### src/cds_cfg.svh
// Purpose: Offsets, field positions and reset values of the cable diagnostics readout
// Assumes: Avalon-MM byte addresses are four times the register index
// Notes:   Definitions only
`ifndef CDS_CFG_SVH
`define CDS_CFG_SVH

`define CDS_ADDR_W         7
`define CDS_IDX_STATUS     5'h1F
`define CDS_IDX_CTRL       5'h1E
`define CDS_ADDR_STATUS    7'h7C
`define CDS_ADDR_CTRL      7'h78

`define CDS_START_LSB      12
`define CDS_START_MSB      13
`define CDS_START_RST      2'h0

`define CDS_FTYPE_INVALID  2'h3
`define CDS_FTYPE_OPEN     2'h2
`define CDS_FTYPE_MISMATCH 2'h1
`define CDS_FTYPE_RST      2'h3
`define CDS_SHORT_RST      4'h0
`define CDS_DIST_RST       8'h00
`define CDS_DIST_UNKNOWN   8'hFF

`define CDS_BIT_SWAP_CD    14
`define CDS_BIT_POL_D      13
`define CDS_BIT_POL_C      12
`define CDS_BIT_POL_B      11
`define CDS_BIT_POL_A      10
`define CDS_BIT_SHORT_A    10
`define CDS_BIT_SKEW       0

`endif

### src/cds_pkg.sv
// Purpose: Types shared by the cable diagnostics readout
// Assumes: Constants live in cds_cfg.svh
// Notes:   None
package cds_pkg;
    typedef enum logic [0:0] {
        BUS_IDLE = 1'b0,
        BUS_ACK  = 1'b1
    } cds_bus_state_t;

    typedef enum logic [1:0] {
        PAIR_A = 2'b00,
        PAIR_B = 2'b01,
        PAIR_C = 2'b10,
        PAIR_D = 2'b11
    } cds_pair_t;
endpackage

### src/cds_status_top.sv
// Purpose: Cable diagnostics status readout at register index 31, Avalon-MM slave
// Assumes: Test engine and link logic run on I_MCLK; no synchroniser needed
// Notes:   Every access takes one wait cycle; read data is registered
`timescale 1ns/1ps
`default_nettype none
`include "cds_cfg.svh"

// Behaviour
// (RULE_01) Bit 10 flags reported pair shorted to A
// (RULE_02) Reads cycle pairs A, B, C, D, wrap
// (RULE_03) Distance is meters; all ones means unknown
// (RULE_04) Distance sits in bits 9:2, first fault
// (RULE_05) Software picks first reported pair, index 30
// (RULE_06) Bits 1:0 name the reported pair
// (RULE_07) Linking enabled selects the link-state layout
// (RULE_08) Bit 14 shows C/D swap, gigabit only
// (RULE_09) Bits 13:12 polarity D, C, gigabit only
// (RULE_10) Bits 11:10 polarity B, A, 10M/gigabit
// (RULE_11) Link view bits 9:2 cable length, FF unknown
// (RULE_12) Bit 0 latches descrambler acquisition failure
// (RULE_13) Skew failure requests fallback to lower speed
// (RULE_14) Bits 15:14 give the fault type
// (RULE_15) Invalid fault type forces distance all ones
// (RULE_16) Bits 13:11 flag shorts to D, C, B
// (RULE_17) Pointer advances only after whole read
module cds_status_top (
    input  wire logic                   I_MCLK,             // 125 MHz management clock
    input  wire logic                   I_RST,              // Synchronous reset, high
    input  wire logic [`CDS_ADDR_W-1:0] I_AVS_ADDRESS,      // Byte address
    input  wire logic                   I_AVS_READ,         // Read request
    input  wire logic                   I_AVS_WRITE,        // Write request
    input  wire logic [31:0]            I_AVS_WRITEDATA,    // Write data
    input  wire logic [3:0]             I_AVS_BYTEENABLE,   // Byte lanes
    output logic      [31:0]            O_AVS_READDATA,     // Read data
    output logic                        O_AVS_WAITREQUEST,  // Stall
    input  wire logic                   I_LINK_EN,          // Linking enabled
    input  wire logic                   I_TDR_DONE,         // Analysis completed pulse
    input  wire logic [7:0]             I_TDR_FAULT_TYPE,   // 2 bits per pair, A low
    input  wire logic [15:0]            I_TDR_SHORTS,       // 4 bits per pair: D,C,B,A
    input  wire logic [31:0]            I_TDR_RANGE,        // 8-bit meters per pair
    input  wire logic                   I_GIG_MODE,         // Running 1000BASE-T
    input  wire logic                   I_TEN_MODE,         // Running 10BASE-T
    input  wire logic                   I_LINK_UP,          // Link active
    input  wire logic                   I_SWAP_CD,          // C and D crossed
    input  wire logic [3:0]             I_POL_INV,          // Inverted polarity D..A
    input  wire logic [7:0]             I_CABLE_LEN,        // Cable length meters
    input  wire logic                   I_DSCR_ACQ_FAIL,    // Descrambler acquire failed
    input  wire logic                   I_DSCR_ACQ_OK,      // Descrambler acquired
    output logic                        O_SPEED_FALLBACK    // Ask for 100/10 negotiation
);
    // Stored analysis results, one entry per pair
    logic [1:0] ftype [4];
    logic [3:0] shorts [4];
    logic [7:0] fault_range_meters [4];

    genvar p;
    generate
        for (p = 0; p < 4; p++) begin : g_pair
            logic [1:0] next_ftype;
            logic [3:0] next_shorts;
            logic [7:0] next_range;
            always_comb begin
                next_ftype  = ftype[p];
                next_shorts = shorts[p];
                next_range  = fault_range_meters[p];
                if (I_TDR_DONE) begin
                    next_ftype  = I_TDR_FAULT_TYPE[2*p +: 2];
                    next_shorts = I_TDR_SHORTS[4*p +: 4];
                    next_range  = I_TDR_RANGE[8*p +: 8];
                end
            end
            always_ff @(posedge I_MCLK) begin
                if (I_RST) begin
                    ftype[p]              <= `CDS_FTYPE_RST;
                    shorts[p]             <= `CDS_SHORT_RST;
                    fault_range_meters[p] <= `CDS_DIST_RST;
                end else begin
                    ftype[p]              <= next_ftype;
                    shorts[p]             <= next_shorts;
                    fault_range_meters[p] <= next_range;
                end
            end
        end
    endgenerate

    // Skew flag and start pair
    logic       skew;
    logic       next_skew;
    logic [1:0] start_pair;
    logic [1:0] next_start_pair;

    // Bus handshake
    cds_pkg::cds_bus_state_t state;
    cds_pkg::cds_bus_state_t next_state;
    logic [31:0]             next_readdata;
    logic                    rd_tdr;
    logic                    next_rd_tdr;

    cds_pkg::cds_pair_t pair;
    logic               hit_status;
    logic               hit_ctrl;
    logic               take;
    logic               advance;
    logic [15:0]        tdr_word;
    logic [15:0]        link_word;
    logic [7:0]         range_eff;
    logic [1:0]         cur_ftype;
    logic [3:0]         cur_shorts;

    assign hit_status = (I_AVS_ADDRESS == `CDS_ADDR_STATUS);
    assign hit_ctrl   = (I_AVS_ADDRESS == `CDS_ADDR_CTRL);
    assign take       = (state == cds_pkg::BUS_IDLE) && (I_AVS_READ || I_AVS_WRITE);
    // Advance at the completing edge so one read sees one pair throughout
    assign advance    = (state == cds_pkg::BUS_ACK) && I_AVS_READ && rd_tdr;  // [RULE_17]

    assign cur_ftype  = ftype[pair];
    assign cur_shorts = shorts[pair];                                          // [RULE_01]

    always_comb begin
        range_eff = fault_range_meters[pair];                                  // [RULE_03]
        if (cur_ftype == `CDS_FTYPE_INVALID) begin
            range_eff = `CDS_DIST_UNKNOWN;                                     // [RULE_15]
        end
        // Shorts D..A in bits 13:10, distance 9:2, pair 1:0
        tdr_word = {cur_ftype, cur_shorts, range_eff, pair};   // [RULE_14] [RULE_16] [RULE_04]
    end

    always_comb begin
        link_word = 16'h0000;
        link_word[`CDS_BIT_SWAP_CD] = I_GIG_MODE && I_SWAP_CD;                 // [RULE_08]
        link_word[`CDS_BIT_POL_D]   = I_GIG_MODE && I_POL_INV[3];              // [RULE_09]
        link_word[`CDS_BIT_POL_C]   = I_GIG_MODE && I_POL_INV[2];              // [RULE_09]
        link_word[`CDS_BIT_POL_B]   = (I_GIG_MODE || I_TEN_MODE) && I_POL_INV[1]; // [RULE_10]
        link_word[`CDS_BIT_POL_A]   = (I_GIG_MODE || I_TEN_MODE) && I_POL_INV[0]; // [RULE_10]
        // No link means no measurement, reported as unknown
        link_word[9:2] = I_LINK_UP ? I_CABLE_LEN : `CDS_DIST_UNKNOWN;         // [RULE_11]
        link_word[`CDS_BIT_SKEW] = skew;                                       // [RULE_12]
    end

    always_comb begin
        // A new failure in the same cycle as a good acquisition keeps the flag
        next_skew = skew;
        if (I_DSCR_ACQ_FAIL) begin
            next_skew = 1'b1;                                                  // [RULE_12]
        end else if (I_DSCR_ACQ_OK) begin
            next_skew = 1'b0;
        end
        next_start_pair = start_pair;
        // Commit at the acknowledge edge, where the master sees the write complete
        if ((state == cds_pkg::BUS_ACK) && I_AVS_WRITE && hit_ctrl && I_AVS_BYTEENABLE[1]) begin
            next_start_pair = I_AVS_WRITEDATA[`CDS_START_MSB:`CDS_START_LSB]; // [RULE_05]
        end
    end

    always_ff @(posedge I_MCLK) begin
        if (I_RST) begin
            skew       <= 1'b0;
            start_pair <= `CDS_START_RST;
        end else begin
            skew       <= next_skew;
            start_pair <= next_start_pair;
        end
    end

    always_comb begin
        next_state    = state;
        next_readdata = O_AVS_READDATA;
        next_rd_tdr   = rd_tdr;
        case (state)
            cds_pkg::BUS_IDLE: begin
                if (take) begin
                    next_state    = cds_pkg::BUS_ACK;
                    next_rd_tdr   = I_AVS_READ && hit_status && !I_LINK_EN;
                    next_readdata = 32'h0000_0000;
                    if (I_AVS_READ && hit_status) begin
                        next_readdata = {16'h0000, I_LINK_EN ? link_word : tdr_word}; // [RULE_07]
                    end else if (I_AVS_READ && hit_ctrl) begin
                        next_readdata[`CDS_START_MSB:`CDS_START_LSB] = start_pair;
                    end
                end
            end
            cds_pkg::BUS_ACK: begin
                next_state  = cds_pkg::BUS_IDLE;
                next_rd_tdr = 1'b0;
            end
            default: begin
                next_state  = cds_pkg::BUS_IDLE;
                next_rd_tdr = 1'b0;
            end
        endcase
    end

    always_ff @(posedge I_MCLK) begin
        if (I_RST) begin
            state          <= cds_pkg::BUS_IDLE;
            O_AVS_READDATA <= 32'h0000_0000;
            rd_tdr         <= 1'b0;
        end else begin
            state          <= next_state;
            O_AVS_READDATA <= next_readdata;
            rd_tdr         <= next_rd_tdr;
        end
    end

    // Released only in the acknowledge cycle
    assign O_AVS_WAITREQUEST = (state == cds_pkg::BUS_IDLE);
    // Skew blocks gigabit, so the negotiator drops to the lower speeds
    assign O_SPEED_FALLBACK  = skew;                                           // [RULE_13]

    cds_pair_cursor u_cursor (
        .i_clk     (I_MCLK),
        .i_rst     (I_RST),
        .i_load    (I_TDR_DONE),
        .i_start   (start_pair),
        .i_advance (advance),
        .o_pair    (pair)          // [RULE_06]
    );

    logic tdr_rd;
    assign tdr_rd = take && I_AVS_READ && hit_status && !I_LINK_EN;

    property p_short_a;
        @(posedge I_MCLK) disable iff (I_RST)
        tdr_rd |=> (O_AVS_READDATA[`CDS_BIT_SHORT_A] == $past(cur_shorts[0]));
    endproperty
    a_short_a: assert property (p_short_a) else $error("short to A bit wrong"); // [RULE_01]

    property p_pair_ind;
        @(posedge I_MCLK) disable iff (I_RST)
        tdr_rd |=> (O_AVS_READDATA[1:0] == $past(pair)) && !O_AVS_WAITREQUEST;
    endproperty
    a_pair_ind: assert property (p_pair_ind) else $error("pair field wrong"); // [RULE_06]

    property p_invalid_ff;
        @(posedge I_MCLK) disable iff (I_RST)
        (tdr_rd && cur_ftype == `CDS_FTYPE_INVALID)
            |=> (O_AVS_READDATA[9:2] == `CDS_DIST_UNKNOWN)
                && (O_AVS_READDATA[15:14] == `CDS_FTYPE_INVALID);
    endproperty
    a_invalid_ff: assert property (p_invalid_ff) else $error("invalid not FF"); // [RULE_15]

    property p_shorts;
        @(posedge I_MCLK) disable iff (I_RST)
        tdr_rd |=> (O_AVS_READDATA[13:11] == $past(cur_shorts[3:1]));
    endproperty
    a_shorts: assert property (p_shorts) else $error("short bits wrong"); // [RULE_16]

    property p_hold_pair;
        @(posedge I_MCLK) disable iff (I_RST)
        (tdr_rd && !I_TDR_DONE) |=> (pair == $past(pair))
            ##1 ($past(I_TDR_DONE) || (pair == 2'($past(pair, 2) + 2'h1)));
    endproperty
    a_hold_pair: assert property (p_hold_pair) else $error("pointer moved early"); // [RULE_17]

    property p_link_pol;
        @(posedge I_MCLK) disable iff (I_RST)
        (take && I_AVS_READ && hit_status && I_LINK_EN && !I_GIG_MODE)
            |=> (O_AVS_READDATA[14:12] == 3'h0);
    endproperty
    a_link_pol: assert property (p_link_pol) else $error("gigabit-only bits set"); // [RULE_09]

    property p_len;
        @(posedge I_MCLK) disable iff (I_RST)
        (take && I_AVS_READ && hit_status && I_LINK_EN && !I_LINK_UP)
            |=> (O_AVS_READDATA[9:2] == `CDS_DIST_UNKNOWN);
    endproperty
    a_len: assert property (p_len) else $error("length not unknown"); // [RULE_11]

    property p_skew;
        @(posedge I_MCLK) disable iff (I_RST)
        I_DSCR_ACQ_FAIL |=> skew && O_SPEED_FALLBACK;
    endproperty
    a_skew: assert property (p_skew) else $error("skew not latched"); // [RULE_12]

    property p_skew_hold;
        @(posedge I_MCLK) disable iff (I_RST)
        (skew && !I_DSCR_ACQ_OK) |=> skew;
    endproperty
    a_skew_hold: assert property (p_skew_hold) else $error("skew dropped"); // [RULE_13]

    property p_range;
        @(posedge I_MCLK) disable iff (I_RST)
        (tdr_rd && cur_ftype != `CDS_FTYPE_INVALID)
            |=> (O_AVS_READDATA[9:2] == $past(fault_range_meters[pair]));
    endproperty
    a_range: assert property (p_range) else $error("fault distance wrong"); // [RULE_04]

    property p_ftype;
        @(posedge I_MCLK) disable iff (I_RST)
        tdr_rd |=> (O_AVS_READDATA[15:14] == $past(cur_ftype));
    endproperty
    a_ftype: assert property (p_ftype) else $error("fault type wrong"); // [RULE_14]

    property p_link_ab;
        @(posedge I_MCLK) disable iff (I_RST)
        (take && I_AVS_READ && hit_status && I_LINK_EN && !I_GIG_MODE && !I_TEN_MODE)
            |=> (O_AVS_READDATA[11:10] == 2'h0);
    endproperty
    a_link_ab: assert property (p_link_ab) else $error("pair A/B polarity set"); // [RULE_10]

    property p_link_rsvd;
        @(posedge I_MCLK) disable iff (I_RST)
        (take && I_AVS_READ && hit_status && I_LINK_EN)
            |=> (O_AVS_READDATA[15] == 1'b0) && (O_AVS_READDATA[1] == 1'b0);
    endproperty
    a_link_rsvd: assert property (p_link_rsvd) else $error("reserved link bits set"); // [RULE_07]

    property p_start_wr;
        @(posedge I_MCLK) disable iff (I_RST)
        ((state == cds_pkg::BUS_ACK) && I_AVS_WRITE && hit_ctrl && I_AVS_BYTEENABLE[1])
            |=> (start_pair == $past(I_AVS_WRITEDATA[`CDS_START_MSB:`CDS_START_LSB]));
    endproperty
    a_start_wr: assert property (p_start_wr) else $error("start pair not stored"); // [RULE_05]

    c_tdr_read:  cover property (@(posedge I_MCLK) disable iff (I_RST) tdr_rd ##2 tdr_rd);
    c_link_read: cover property (@(posedge I_MCLK) disable iff (I_RST)
        take && I_AVS_READ && hit_status && I_LINK_EN);
    c_ctrl_wr:   cover property (@(posedge I_MCLK) disable iff (I_RST)
        take && I_AVS_WRITE && hit_ctrl);
endmodule
`default_nettype wire

### src/cds_pair_cursor.sv
// Purpose: Pair pointer that walks A, B, C, D across reads of the test result
// Assumes: Load and advance are single-cycle pulses on the same clock
// Notes:   Load wins over advance so a fresh analysis always restarts the walk
`timescale 1ns/1ps
`default_nettype none
module cds_pair_cursor (
    input  wire logic              i_clk,     // Management clock
    input  wire logic              i_rst,     // Synchronous reset, high
    input  wire logic              i_load,    // Analysis completed
    input  wire logic [1:0]        i_start,   // First pair to report
    input  wire logic              i_advance, // Whole read finished
    output var cds_pkg::cds_pair_t o_pair     // Pair now reported
);
    cds_pkg::cds_pair_t pair;
    cds_pkg::cds_pair_t next_pair;

    always_comb begin
        next_pair = pair;
        if (i_load) begin
            next_pair = cds_pkg::cds_pair_t'(i_start);             // [RULE_05]
        end else if (i_advance) begin
            next_pair = cds_pkg::cds_pair_t'(2'(pair + 2'h1));   // [RULE_02]
        end
    end

    always_ff @(posedge i_clk) begin
        if (i_rst) begin
            pair <= cds_pkg::PAIR_A;
        end else begin
            pair <= next_pair;
        end
    end

    assign o_pair = pair;

    property p_walk_wrap;
        @(posedge i_clk) disable iff (i_rst)
        (i_advance && !i_load) |=> (pair == 2'($past(pair) + 2'h1));
    endproperty
    a_walk_wrap: assert property (p_walk_wrap) else $error("pair did not step"); // [RULE_02]

    property p_start_pair;
        @(posedge i_clk) disable iff (i_rst)
        i_load |=> (pair == $past(i_start));
    endproperty
    a_start_pair: assert property (p_start_pair) else $error("walk not at start"); // [RULE_05]

    c_wrap: cover property (@(posedge i_clk) disable iff (i_rst)
        (pair == cds_pkg::PAIR_D) && i_advance && !i_load);
endmodule
`default_nettype wire

### config.mk
export PLATFORM = sky130hd
export DESIGN_NAME = cds_status_top
export DESIGN_NICKNAME = d
export VERILOG_FILES = /design/src/cds_pkg.sv /design/src/cds_status_top.sv /design/src/cds_pair_cursor.sv
export VERILOG_INCLUDE_DIRS = /design/src /design/src/src
export SDC_FILE = /design/constraint.sdc
export NUM_CORES = 1
export LEC_CHECK = 0
export BUFFER_PORTS_ARGS = -buffer_cell sky130_fd_sc_hd__buf_2
export CORE_MARGIN = 2
export CORE_UTILIZATION = 52
export DETAILED_ROUTE_END_ITERATION = 16
export GPL_ROUTABILITY_DRIVEN = 0
export PLACE_DENSITY = 0.85
export SLEW_MARGIN = 20
export SYNTH_ARGS = -nofsm -noshare
export SYNTH_HDL_FRONTEND = slang
export SYNTH_SLANG_ARGS = --single-unit
### constraint.sdc
create_clock -name I_MCLK -period 2.71 [get_ports I_MCLK]
set_clock_uncertainty 0.2 [all_clocks]
set_input_delay 0.271 -clock I_MCLK [delete_from_list [all_inputs] [get_ports I_MCLK]]
set_output_delay 0.271 -clock I_MCLK [all_outputs]
set_load 0.005 [all_outputs]
==> reports/metrics.cfg <==
[timing]
hold_violations=0
finalCriticalPeriod_ns=1.96
tightestPinTransition_ns=1.03
period_share_pct=72.2
maxSlewViolCount=0
rsz0062_at_grt=no
setup_viol=0
layout_setup_ws_ns=0.752
fin_tns_setup_ns=0
slew_headroom_pct=31.2
fmax_mhz=511
fin_hold_ws_ns=0.0114

[worst_setup_path]
cp_max_fo=11
critPathKind=reg2reg
cp.arrival_ns=1.99
startpoint_type=register
path_delay_family=flip-flops
max_stage_delay_ns=0.66
crit_slowest_cell=dfxtp_1
crit_chain=mux2_2 > a22oi_1 > a31oi_1 > a22o_1
critPathRequiredTime_ns=2.74
crit_buf_inv=0
cp-end-kind=register

[route]
vias_per_cell=5.11
wirelength_um=7700
drc=0
drt_iter0_drc=75
first_pass_iters=4
detail-route-antenna-nets=0
vias=2636
routedWlPerCell_um=14.9

[job]
drv_cap=0

[layout]
fin_util_pct=65.2
n_fill_cell=562
drive_gt1_share_pct=37.9
area_delta_synth_final_pct=22.6
antennaDiodeCount=0
multiInputGateArea_um2=1420
num-nets-final=535
ff_latch_area_um2=2180

[power]
ir_drop_v=0.000324
power.total_mw=2.48
p_leak_nw=1.89
cellPowerDensity_nw_per_um2=529

[synth]
ys.flop_type=edfxtp_1
async_reset_ff_share_pct=0
synth.distinct_cells=43
synthCells=290
yosys-top-cells-count=edfxtp_1 (56), and2_1 (48), dfxtp_1 (25), nor2_1 (18), buf_4 (17)
ys_seq_area_share_pct=57.1
ys_ff_latch=81
yosys.area.top_type=edfxtp_1
yosysWarnings=0
syn_area_um2=3820
synth_edf_count=56
synth_area_leaders=edfxtp_1 (44%), dfxtp_1 (13%), and2_1 (7.9%)
yosysTopAreaCellShare_pct=44.0
synth_most_common_cell=edfxtp_1
synth.avg_cell_area_um2=13.2

[die]
die_w_um=89.7
num_io_pins=157
start_util_pct=53.2
core_um2=7180
placementRows=31
die_h_um=89.7
die_area_um2=8050

[hold_path]
min_path_type=in2reg
hold_start=I_TDR_RANGE[27]

[placed_design]
hpwl_um=5330
place_ws_ns=0.691
io_buffers=107

[cts]
cts_setup_buffers=0
clkSinkCount=81
cts.htree.levels=3
cts_resized=0
numCtsBuffers=9
cts_root_buf=clkbuf_8
cts_tree=yes
clkTransAtPathRegs_ns=0.08
cts_buffer_depth=2
clk_latency_ns=0.33

[global_route]
grt_overflow=0
antenna_found_initial=0
grt_max_degree=57
grt_pass1_vias=2647
grt_pass1_wl_um=12600
grt_usage_pct=19.7

[status]
status=finished, final reports clean

[state kept, by name, summed over array words and instances, names as in the netlist, named ones only]
name,cells
start_pair,2
O_AVS_READDATA,16
ftype,8
O_SPEED_FALLBACK,1
fault_range_meters,32
u_cursor.o_pair,2
shorts,16
state,1
rd_tdr,1
[metrics by stage]
step,cells,instance area [um2]
6_report,516,4680
5_1_grt,516,4680
4_1_cts,515,4670
3_5_place_dp,483,4330
3_3_place_gp,483,4330
2_1_floorplan,305,3880
[cells by family after synthesis]
family	Yosys count	synth area share (%)
DFF	81	57.1
buffers and inverters	37	7.14
other	1	0.0982
AOI/OAI and AO/OA	43	9.63
muxes	21	9.60
xor gates and xnor gates	2	0.459
and+or+nand+nor	105	16.0
[per-layer routing]
metal / routed length [um] / global-route usage (%)
met1: 3360 / 25.3
met4: 145 / 7.82
met3: 455 / 3.60
met5: 0 / 0
met2: 3740 / 33.3
[worst register-to-register path, cell delays in order (launching register included)]
cell and delay [ns]:
dfxtp_1 0.66, mux2_2 0.40, a22oi_1 0.23, a31oi_1 0.13
a22o_1 0.23
[layout by cell type, fill, tap and decap left out, types with 2 or more instances in the layout]
cell type      Yosys  routed
edfxtp_1          56      56
clkbuf_8           2       9
nand2_1           13      13
a22o_1             2       2
dlygate4sd3_1      0      17
nand4b_1           2       2
nor3_1             3       3
nor2b_1            3       2
mux4_2            12      12
a22oi_1            6       6
nand3_1            3       3
xnor2_1            2       2
o2bb2ai_1          2       2
nor2_1            18      18
o21ai_1            7       7
a21oi_1            4       4
clkinv_1           0       3
and2_1            48      48
a221oi_2           5       5
nand2b_1           8       8
clkbuf_1           7       2
a221oi_1           3       3
buf_2              3     107
dfxtp_1           25      25
a211oi_1           4       4
buf_4             17       5
a31oi_1            2       2
mux2i_1            4       4
mux2_2             5       5
inv_1              3       3
a211oi_2           4       4
conb_1             1      16
[final cells by class]
type	count	share of cell area, %
Multi-Input combinational cell	187	30.4
Clock buffer	11	2.81
Tap cell	99	2.65
Clock inverter	5	0.989
Inverter	3	0.241
Sequential cell	81	46.6
Timing Repair Buffer	130	16.3
[what timing repair did]
action | in CTS | in global routing
hold buffers | 16 | 1
hold endpoints to repair | 16 | 1
setup endpoints to repair | 0 | 0
[where the power goes]
part           switching (mW)  internal, mW
combinational           0.123         0.125
sequential             0.0206          1.40
clock                   0.397         0.416
[path summary, 6_finish.rpt]
kind	slack [ns]	end	cells past startpoint
min reg2reg	0.28	O_AVS_READDATA[15]$_SDFFE_PP0P_	2
min	0.01	fault_range_meters[3][3]$_SDFFCE_PN0P_	2
max reg2reg	0.75	O_AVS_READDATA[13]$_SDFFE_PP0P_	4
max	0.75	O_AVS_READDATA[13]$_SDFFE_PP0P_	4
No activity file was read; power rests on OpenSTA's default activity.
